==> src/adc_seq_pkg.sv <==
// constants shared by the conversion sequencer and its result formatter
// assumes a single 100 MHz clock domain and a byte-level serial front end
package adc_seq_pkg;

	// ****************************************************************
	// clock and widths
	// ****************************************************************
	localparam int CLOCK_MHZ = 100;            // system clock rate
	localparam int RAW_W     = 20;             // filter output width
	localparam int CODE_W    = 16;             // result code width
	localparam int FRAC_DROP = 2;              // raw lsbs below one code step

	// ****************************************************************
	// register pointers
	// ****************************************************************
	localparam logic [7:0] PTR_RESULT = 8'h00; // result register
	localparam logic [7:0] PTR_CONFIG = 8'h01; // configuration register

	// ****************************************************************
	// configuration register layout and reset value
	// ****************************************************************
	localparam int CFG_FLAG     = 15;          // start / ready flag
	localparam int CFG_GAIN_HI  = 11;          // gain field msb
	localparam int CFG_GAIN_LO  = 9;           // gain field lsb
	localparam int CFG_MODE     = 8;           // 1 = single shot
	localparam logic [15:0] CFG_DEFAULT = 16'h8500;

	// ****************************************************************
	// write byte sequence positions
	// ****************************************************************
	localparam logic [1:0] WB_POINTER = 2'h0;  // pointer byte
	localparam logic [1:0] WB_MSB     = 2'h1;  // data high byte
	localparam logic [1:0] WB_LSB     = 2'h2;  // data low byte
	localparam logic [1:0] WB_EXTRA   = 2'h3;  // surplus bytes

	// ****************************************************************
	// gain codes and full-scale ranges in millivolts
	// ****************************************************************
	localparam logic [2:0] GAIN_2_3 = 3'h0;
	localparam logic [2:0] GAIN_1   = 3'h1;
	localparam logic [2:0] GAIN_2   = 3'h2;
	localparam logic [2:0] GAIN_4   = 3'h3;
	localparam logic [2:0] GAIN_8   = 3'h4;
	localparam logic [15:0] FS_6144 = 16'h1800;
	localparam logic [15:0] FS_4096 = 16'h1000;
	localparam logic [15:0] FS_2048 = 16'h0800;
	localparam logic [15:0] FS_1024 = 16'h0400;
	localparam logic [15:0] FS_512  = 16'h0200;
	localparam logic [15:0] FS_256  = 16'h0100;

	// ****************************************************************
	// saturation codes
	// ****************************************************************
	localparam logic [15:0] CODE_POS_MAX = 16'h7FFF;
	localparam logic [15:0] CODE_NEG_MAX = 16'h8000;

	// ****************************************************************
	// sequencer states, gray along idle -> convert
	// ****************************************************************
	typedef enum logic [0:0] {
		ST_IDLE    = 1'b0,
		ST_CONVERT = 1'b1
	} seq_state_t;

endpackage

==> src/result_formatter.sv <==
// saturating two's complement formatter for one conversion result
// assumes raw input is scaled so that full scale equals 2**17 raw lsbs
`timescale 1ns/1ps
`default_nettype none

// ****************************************************************
// formatter
// ****************************************************************
module result_formatter (
	// filter value
	input  wire logic signed [19:0] raw,
	// formatted code
	output logic         [15:0] code
);

	logic signed [17:0] steps;  // raw value in whole code steps
	logic               over;   // above positive full scale
	logic               under;  // below negative full scale

	// drop sub-step bits, then clip at the two end codes
	always_comb begin
		steps = 18'(raw >>> adc_seq_pkg::FRAC_DROP);
		over  = !steps[17] && (steps[16:15] != 2'h0);
		under = steps[17] && (steps[16:15] != 2'h3);
		if (over) begin
			code = adc_seq_pkg::CODE_POS_MAX;
		end else if (under) begin
			code = adc_seq_pkg::CODE_NEG_MAX;
		end else begin
			code = steps[15:0];
		end
	end

endmodule

`default_nettype wire

==> src/adc_conversion_sequencer.sv <==
// conversion sequencer: mode control, start/ready flag, gain select,
// result capture and the byte-level register access of the serial link
// assumes the serial engine and the analog core run on this same clock
`timescale 1ns/1ps
`default_nettype none

// Function
// continuous mode stores result, restarts at once
// single shot idles powered down until flag
// flag reads zero while converting
// single shot sets flag then powers down
// start write during conversion is ignored
// power-up reset restores configuration defaults
// general call reset equals power-up reset
// result is sixteen-bit two's complement
// result saturates at 7FFF and 8000
// one code step is full scale over 2^15
// six gains from 2/3 to 16
// three-bit field selects gain and range
// gainless variant fixed at 2.048 V
// host alone picks duty-cycle interval
// pointer byte then two data bytes, msb first
// reads return msb then lsb
// result updated no later than flag
module adc_conversion_sequencer #(
	parameter bit HAS_GAIN = 1'b1               // 0 = variant without gain stage
) (
	// clock, reset, enable
	input  wire logic              clock,
	input  wire logic              srst,
	input  wire logic              ce,
	// serial engine side
	input  wire logic              gc_reset,      // general call reset, pulse
	input  wire logic              xfer_start,    // start of a transaction, pulse
	input  wire logic              wr_byte_valid, // received byte, pulse
	input  wire logic [7:0]        wr_byte,
	input  wire logic              rd_byte_req,   // byte to send, pulse
	output logic      [7:0]        rd_byte,
	// analog core side
	input  wire logic              conv_done,     // filter result ready, pulse
	input  wire logic signed [19:0] conv_raw,
	output logic                   core_power,
	output logic                   core_start,
	output logic      [2:0]        input_gain_stage,
	output logic      [15:0]       full_scale_range,
	// status
	output logic                   conversion_start_ready_flag,
	output logic      [15:0]       result
);

	// ****************************************************************
	// state
	// ****************************************************************
	typedef struct packed {
		adc_seq_pkg::seq_state_t state;   // sequencer state
		logic [15:0]             cfg;     // configuration register
		logic [15:0]             result;  // result register
		logic                    ptr_cfg; // pointer selects configuration
		logic [1:0]              wr_pos;  // byte position in a write
		logic [7:0]              wr_msb;  // held high data byte
		logic                    rd_lsb;  // next read byte is the low one
		logic [7:0]              rd_byte; // byte for the serial engine
		logic                    start;   // start pulse to the core
	} seq_t;

	localparam seq_t SEQ_RESET = '{
		state:   adc_seq_pkg::ST_IDLE,
		cfg:     adc_seq_pkg::CFG_DEFAULT,
		result:  16'h0000,
		ptr_cfg: 1'b0,
		wr_pos:  adc_seq_pkg::WB_POINTER,
		wr_msb:  8'h00,
		rd_lsb:  1'b0,
		rd_byte: 8'h00,
		start:   1'b0
	};

	seq_t        s;          // registered state
	seq_t        next_s;     // next state
	logic [15:0] code;       // formatted conversion value
	logic        commit;     // configuration write completes
	logic        start_req;  // write asks for a single conversion
	logic        cont_mode;  // continuous after this cycle's write
	logic [15:0] rd_word;    // register the pointer selects
	logic [2:0]  gain_code;  // raw gain field

	// ****************************************************************
	// result formatting
	// ****************************************************************
	result_formatter u_fmt (
		.raw  (conv_raw),
		.code (code)
	);

	// ****************************************************************
	// next-state logic
	// ****************************************************************
	// register writes first, then the conversion sequence on the result
	always_comb begin
		next_s    = s;
		next_s.start = 1'b0;
		commit    = 1'b0;
		start_req = 1'b0;
		rd_word   = s.ptr_cfg ? s.cfg : s.result;

		// a new transaction restarts byte counting
		if (xfer_start) begin
			next_s.wr_pos = adc_seq_pkg::WB_POINTER;
			next_s.rd_lsb = 1'b0;
		end

		// write bytes: pointer, high, low
		if (wr_byte_valid) begin
			case (s.wr_pos)
				adc_seq_pkg::WB_POINTER: begin
					next_s.ptr_cfg = (wr_byte == adc_seq_pkg::PTR_CONFIG);
					next_s.rd_lsb  = 1'b0;
					next_s.wr_pos  = adc_seq_pkg::WB_MSB;
				end
				adc_seq_pkg::WB_MSB: begin
					next_s.wr_msb = wr_byte;
					next_s.wr_pos = adc_seq_pkg::WB_LSB;
				end
				adc_seq_pkg::WB_LSB: begin
					commit        = s.ptr_cfg;  // result register is read-only
					next_s.wr_pos = adc_seq_pkg::WB_EXTRA;
				end
				default: begin
					next_s.wr_pos = adc_seq_pkg::WB_EXTRA; // surplus ignored
				end
			endcase
		end

		// the flag bit is never stored from a write: it only requests
		if (commit) begin
			next_s.cfg = {s.cfg[adc_seq_pkg::CFG_FLAG], s.wr_msb[6:0], wr_byte};
			start_req  = s.wr_msb[7];
		end
		cont_mode = !next_s.cfg[adc_seq_pkg::CFG_MODE];

		// conversion sequence
		case (s.state)
			adc_seq_pkg::ST_IDLE: begin
				// powered down until asked, or free running in continuous
				if (cont_mode || start_req) begin
					next_s.state = adc_seq_pkg::ST_CONVERT;
					next_s.start = 1'b1;
					next_s.cfg[adc_seq_pkg::CFG_FLAG] = 1'b0;
				end
			end
			adc_seq_pkg::ST_CONVERT: begin
				// start_req is dropped here: no restart, no queue
				next_s.cfg[adc_seq_pkg::CFG_FLAG] = 1'b0;
				if (conv_done) begin
					next_s.result = code;
					if (cont_mode) begin
						next_s.start = 1'b1;
					end else begin
						next_s.state = adc_seq_pkg::ST_IDLE;
						next_s.cfg[adc_seq_pkg::CFG_FLAG] = 1'b1;
					end
				end
			end
			default: begin
				next_s.state = adc_seq_pkg::ST_IDLE;
			end
		endcase

		// read bytes: high first, then low, then alternate
		if (rd_byte_req) begin
			next_s.rd_byte = s.rd_lsb ? rd_word[7:0] : rd_word[15:8];
			next_s.rd_lsb  = !s.rd_lsb;
		end
	end

	// ****************************************************************
	// state register
	// ****************************************************************
	// general call reset acts exactly as power-up reset, even with ce low
	always_ff @(posedge clock) begin
		if (srst || gc_reset) begin
			s <= SEQ_RESET;
		end else if (ce) begin
			s <= next_s;
		end
	end

	// ****************************************************************
	// gain and full-scale range
	// ****************************************************************
	// the gainless variant ignores the field; codes above 4 read as 16
	always_comb begin
		gain_code = s.cfg[adc_seq_pkg::CFG_GAIN_HI:adc_seq_pkg::CFG_GAIN_LO];
		input_gain_stage = HAS_GAIN ? gain_code : adc_seq_pkg::GAIN_2;
		case (input_gain_stage)
			adc_seq_pkg::GAIN_2_3: full_scale_range = adc_seq_pkg::FS_6144;
			adc_seq_pkg::GAIN_1:   full_scale_range = adc_seq_pkg::FS_4096;
			adc_seq_pkg::GAIN_2:   full_scale_range = adc_seq_pkg::FS_2048;
			adc_seq_pkg::GAIN_4:   full_scale_range = adc_seq_pkg::FS_1024;
			adc_seq_pkg::GAIN_8:   full_scale_range = adc_seq_pkg::FS_512;
			default:               full_scale_range = adc_seq_pkg::FS_256;
		endcase
	end

	// ****************************************************************
	// outputs
	// ****************************************************************
	assign core_power = (s.state == adc_seq_pkg::ST_CONVERT);
	assign core_start = s.start;
	assign rd_byte    = s.rd_byte;
	assign result     = s.result;
	assign conversion_start_ready_flag = s.cfg[adc_seq_pkg::CFG_FLAG];

	logic cont_now;   // continuous mode as registered
	assign cont_now = !s.cfg[adc_seq_pkg::CFG_MODE];
endmodule

`default_nettype wire

==> config.mk <==
export PLATFORM = sky130hd
export DESIGN_NAME = adc_conversion_sequencer
export DESIGN_NICKNAME = d
export VERILOG_FILES = /design/src/adc_seq_pkg.sv /design/src/result_formatter.sv /design/src/adc_conversion_sequencer.sv
export SDC_FILE = /design/constraint.sdc
export NUM_CORES = 1
export LEC_CHECK = 0
export BUFFER_PORTS_ARGS = -buffer_cell sky130_fd_sc_hd__buf_2
export CORE_MARGIN = 2
export CORE_UTILIZATION = 53
export CTS_BUF_LIST = sky130_fd_sc_hd__clkbuf_4
export CTS_CLUSTER_DIAMETER = 30
export DETAILED_ROUTE_END_ITERATION = 7
export PLACE_DENSITY = 0.92
export SLEW_MARGIN = 0
export SYNTH_ARGS = -nofsm -noshare
export SYNTH_HDL_FRONTEND = slang
export SYNTH_SLANG_ARGS = --single-unit
==> constraint.sdc <==
create_clock -name clock -period 1.6 [get_ports clock]
set_input_delay 0.08 -clock clock [delete_from_list [all_inputs] [get_ports clock]]
set_output_delay 0.08 -clock clock [all_outputs]
set_load 0.05 [all_outputs]
# [After elaboration in Yosys (flattened, before gate mapping)]
# Cells that the tools add are included.
[word_totals] output_inout_bits=46 in_bits=36 regBits=54 word_cells=63
[classes] reduce_logical=18 mux=24 eq_ne=9 n_bitwise=1
[op_table] op="$pmux W13 S5" count=1
[op_table] op="$mux W16" count=3
[op_table] op="$mux W9" count=2
[op_table] op="$mux W8" count=2
[op_table] op="$mux W11" count=1
[op_table] op="$reduce_and A3 Y1" count=3
[op_table] op="$eq A8 B1 Y1 const B" count=1
[op_table] op="$mux W1" count=8
[op_table] op="$mux W2" count=4
[op_table] op="$pmux W2 S2" count=2
[op_table] op="$reduce_and A2 Y1" count=4
[op_table] op="$eq A3 B2 Y1 const B" count=2
[op_table] op="$ne A2 B2 Y1 const B" count=2
[op_table] op="$reduce_bool A2 Y1" count=2
[op_table] op="$eq A3 B1 Y1 const B" count=1
[op_table] op="$eq A3 B3 Y1 const B" count=1
[op_table] op="$logic_not A1 Y1" count=3
[op_table] op="$logic_not A3 Y1" count=1
[op_table] op="$eq A2 B1 Y1 const B" count=1
[op_table] op="$eq A2 B2 Y1 const B" count=1
[op_table] op="$logic_and A1 B1 Y1" count=2
[op_table] op="$logic_not A2 Y1" count=1
[op_table] op="$logic_or A1 B1 Y1" count=2
[op_table] op="$pmux W1 S2" count=1
[op_table] op="$not A1 Y1" count=1

# [Logic depth before layout (Yosys ltp)]
[logic_depth] depth_word=8 depth_mapped=7 depth_no_buf=4

# [Cells and area by module]
# A second synthesis with hierarchy kept.
[hier_totals] hier_cells=368 area_unflattened_um2=2891.5
[modules_own_cells] module="adc_conversion_sequencer" area_per_inst_um2=2571.2 cells_per_inst=314 seq_area_each_um2=1081.0 n_inst=1
[modules_own_cells] module="result_formatter" area_per_inst_um2=320.3 cells_per_inst=54 seq_area_each_um2=0.0 n_inst=1

# [Worst setup path before layout]
# Ideal clock, no wire load.
[synth_path] path_kind="flip-flop to output port" from="register s (netlist bit input_gain_stage[2])" to="output port full_scale_range[9]" slack_ps=-64 stages_incl_launch_ff=2 t_required_ps=1520 arrival_ps=1584 n_path_buf=0 cell_sequence="dfxtp_1 > nor3b_1"
[synth_via] elab_chain_cells=2 elab_cells_between_ends=6 cone_classes="4 x eq/ne; 1 x mux; 1 x reduce/logical"
[synth_rtl] element="from (decl)" line_no="adc_conversion_sequencer.sv:78" source="seq_t s;"
[synth_rtl] element="from (signal assigned)" line_no="adc_conversion_sequencer.sv:184" source="s <= next_s;"
[synth_rtl] element="$eq A3 B3 Y1, or another cell as far along" line_no="adc_conversion_sequencer.sv:195" source="case (input_gain_stage)"
[synth_rtl] element="$pmux W13 S5 (*)" line_no="adc_conversion_sequencer.sv:195"
[synth_rtl] element="to (decl)" line_no="adc_conversion_sequencer.sv:45" source="output logic [15:0] full_scale_range,"
# Mark *: on every way between the ends. The rest lies on a longest branch, timed or not.

# [Worst setup path after layout]
[layout_path] from="register s[18] in the netlist's numbering" to="register s (netlist bit conversion_start_ready_flag)"
[layout_via] elab_chain_cells=8 elab_cells_between_ends=12 cone_classes="2 x eq/ne; 7 x mux; 3 x reduce/logical"
[layout_rtl] element="$eq A2 B2 Y1 (*)" line_no="adc_conversion_sequencer.sv:114" source="case (s.wr_pos)"
[layout_rtl] element="$mux W1 (*)" line_no="adc_conversion_sequencer.sv:114"
[layout_rtl] element="$mux W1 (*)" line_no="adc_conversion_sequencer.sv:113" source="if (wr_byte_valid) begin"
[layout_rtl] element="$mux W9" line_no="adc_conversion_sequencer.sv:135" source="if (commit) begin"
[layout_rtl] element="$logic_not A1 Y1" line_no="adc_conversion_sequencer.sv:139" source="cont_mode = !next_s.cfg[adc_seq_pkg::CFG_MODE];"
[layout_rtl] element="$logic_or A1 B1 Y1" line_no="adc_conversion_sequencer.sv:145" source="if (cont_mode || start_req) begin"
[layout_rtl] element="$ne A2 B2 Y1 (no line)"
[layout_rtl] element="$reduce_and A2 Y1 (no line)"
# Marks and branches as above.
# A chain may end at the register's enable or synchronous reset.

==> flow_metrics.py <==
metrics = {
    "die": {
        "die_width_um": 74.5,
        "die_area_um2": 5550,
        "boundaryPins": 82,
        "die_y_um": 74.5,
        "core_um2": 4750,
        "start_util": 0.554,
        "std_cell_rows": 25,
    },
    "setup_path": {
        "cpMaxStageDelayCell": "dfxtp_1",
        "crit_chain": "and4b_1 > buf_12 > mux2i_4 > o21ai_1 > a21o_1",
        "cp_max_fo": 19,
        "critPathBufInv": 1,
        "cp.required_ns": 1.88,
        "worstSetupPathType": "reg2reg",
        "worstPathArrival_ns": 1.80,
        "r2r_slack_ns": 0.09,
        "end_kind": "flop",
        "cp-start-kind": "flop",
        "critPathTopFamily": "flip-flops",
        "cp_slowest_stage_delay_ns": 0.40,
    },
    "route": {
        "wire_per_inst_um": 14.5,
        "drc": 0,
        "num_vias": 2353,
        "via_per_inst": 5.40,
        "first_iter_violations": 132,
        "dr.pass1.iters": 4,
        "ant_nets": 0,
        "wl_um": 6300,
    },
    "timing": {
        "tns_ns": 0,
        "fmax_mhz": 661,
        "period_share": 0.946,
        "rsz0062_at_grt": "no",
        "finalMaxSlewViolations": 0,
        "tightest_slew_ns": 0.571,
        "hold_ws_ns": 0.00778,
        "slew_headroom": 0.619,
        "final.min_clock_period_ns": 1.51,
        "fin_ws_ns": 0.0863,
        "setup_viol": 0,
        "timing.clock.skew_ns": 0.0168,
        "hold_viol": 0,
    },
    "layout": {
        "fin_cells": 436,
        "layout-drive-gt1-share": 0.263,
        "layout.nets": 405,
        "num_antenna_cells": 0,
        "ff_latch_area_um2": 1080,
        "multi_input_area_um2": 1210,
        "fill_cells": 395,
        "areaGrowthSynthToFinish_pct": 17.2,
    },
    "hold_path": {
        "hold_path_class": "in2reg",
    },
    "global_routing": {
        "grt_usage": 0.234,
        "grt_pass1_vias": 2132,
        "grt_overflow": 0,
        "grt_max_degree": 50,
        "grt_antenna_before_repair": 0,
        "grt_pass1_wl_um": 9830,
    },
    "cts": {
        "cts.clk_slew.worst_paths_ns": 0.15,
        "post_cts_buffers": 0,
        "cts_buffers": 5,
        "clk_path_buf_depth": 2,
        "htreeDepth": 2,
        "cts.sinks": 54,
        "tritoncts": "built",
        "ctsRootBufferMaster": "clkbuf_4",
        "clk_latency_ns": 0.38,
    },
    "synthesis": {
        "syn_area_per_cell_um2": 8.48,
        "ys_ff_latch": 54,
        "synth_top_flop_cell": "dfxtp_1",
        "synth_common_cells": "68 x nand2_1, 54 x dfxtp_1, 46 x a21oi_1",
        "synth_top_area_share": 0.410,
        "ys_seq_area_frac": 0.410,
        "yosysMostFrequentCell": "nand2_1",
        "synth_area_leaders": "dfxtp_1 41%, buf_4 12%, nand2_1 9.7%",
        "synth.distinct_cells": 40,
        "synth_edf_count": 0,
        "ys_warn_count": 0,
        "async_flop_share": 0,
        "syn_area_um2": 2640,
        "synthCells": 311,
        "synth_top_area_cell": "dfxtp_1",
    },
    "flow_run": {
        "cap_violations": 0,
    },
    "placed_design": {
        "portBuffers": 68,
        "dp_hpwl_um": 4260,
        "placed_cells": 406,
        "dp_slack_ns": 0.117,
        "gp_congestion": 0.881,
    },
    "pwr": {
        "ir_drop_uv": 516,
        "p_per_area_nw_per_um2": 754,
        "p_leak_nw": 1.22,
    },
    "status": {
        "status": "finished, final reports clean",
    },
}
-- final timing paths --
check	start	to	cells past startpoint
worst max-delay path	s[18]	conversion_start_ready_flag	5
worst min-delay path	conv_raw[3]	result[1]	3
worst min register to register	rd_byte[4]	rd_byte[4]	2
worst max register to register	s[18]	conversion_start_ready_flag	5
-- cell type report --
| cell class | count | area share |
|---|---|---|
| Clock buffer | 5 | 0.0121 |
| Clock inverter | 2 | 0.0126 |
| Inverter | 1 | 0.00121 |
| Multi-Input combinational cell | 209 | 0.391 |
| Sequential cell | 54 | 0.350 |
| Tap cell | 67 | 0.0271 |
| Timing Repair Buffer | 98 | 0.206 |
-- cells in the final DEF, fill, tap and decap left out, drive strengths merged, types with 3 or more instances in the layout --
cell	n
clkbuf	5
nor2	12
a21oi	48
conb	11
buf	75
mux2i	3
mux4	8
nand2	69
dlygate4sd3	23
dfxtp	54
o21ai	19
nand3	18
-- worst reg2reg max path, delay by kind of cell (launching register included) --
kind | cells | cell delay, ns
mux | 1 | 0.27
simple gates | 1 | 0.32
flops | 1 | 0.40
buf+inv | 1 | 0.17
compound gates | 2 | 0.26
-- timing repair --
| item | 4_1_cts | 5_1_grt |
|---|---|---|
| endpoints found under the setup margin | 0 | 6 |
| hold buffers | 22 | 1 |
| hold endpoints to repair | 25 | 1 |
| gates resized for setup | 0 | 2 |
-- logic make-up (layout without fill, tap and decap cells) --
group,after synthesis,count (layout),synth area share
buffers and inverters,58,106,0.149
flip-flops,54,54,0.410
AND/OR/NAND/NOR,110,110,0.189
AO/OA/AOI/OAI,77,77,0.161
other,1,11,0.00142
multiplexers,11,11,0.0902
-- power by group --
group	total [mW]	switching (mW)	leakage (nW)	internal, mW
combinational	0.233	0.148	0.748	0.0849
sequential	1.35	0.00490	0.436	1.35
clock	0.746	0.422	0.0413	0.324
-- registers in the layout, summed over array words and instances (netlist names) --
register,flops
core_power,1
input_gain_stage,3
core_start,1
conversion_start_ready_flag,1
rd_byte,8
result,16
s,24
-- layer usage --
| layer | global-route usage | part of all wire | up-vias | wire, um |
|---|---|---|---|---|
| met3 | 0.0623 | 0.062 | 21 | 393 |
| met4 | 0.0913 | 0.029 | 0 | 185 |
| met2 | 0.410 | 0.51 | 96 | 3230 |
| met1 | 0.273 | 0.40 | 1103 | 2490 |
| li1 | - | - | 1133 | - |
| met5 | 0 | 0 | - | 0 |
-- through the flow --
stage,power (mW),instance area (um2),util
floorplan,1.52,2680,-
global placement,1.56,2780,0.585
detailed placement,1.56,2780,0.585
CTS,2.34,3080,0.647
global route,2.40,3090,0.650
finish,2.33,3090,0.650
(Power assumes the default switching activity.)
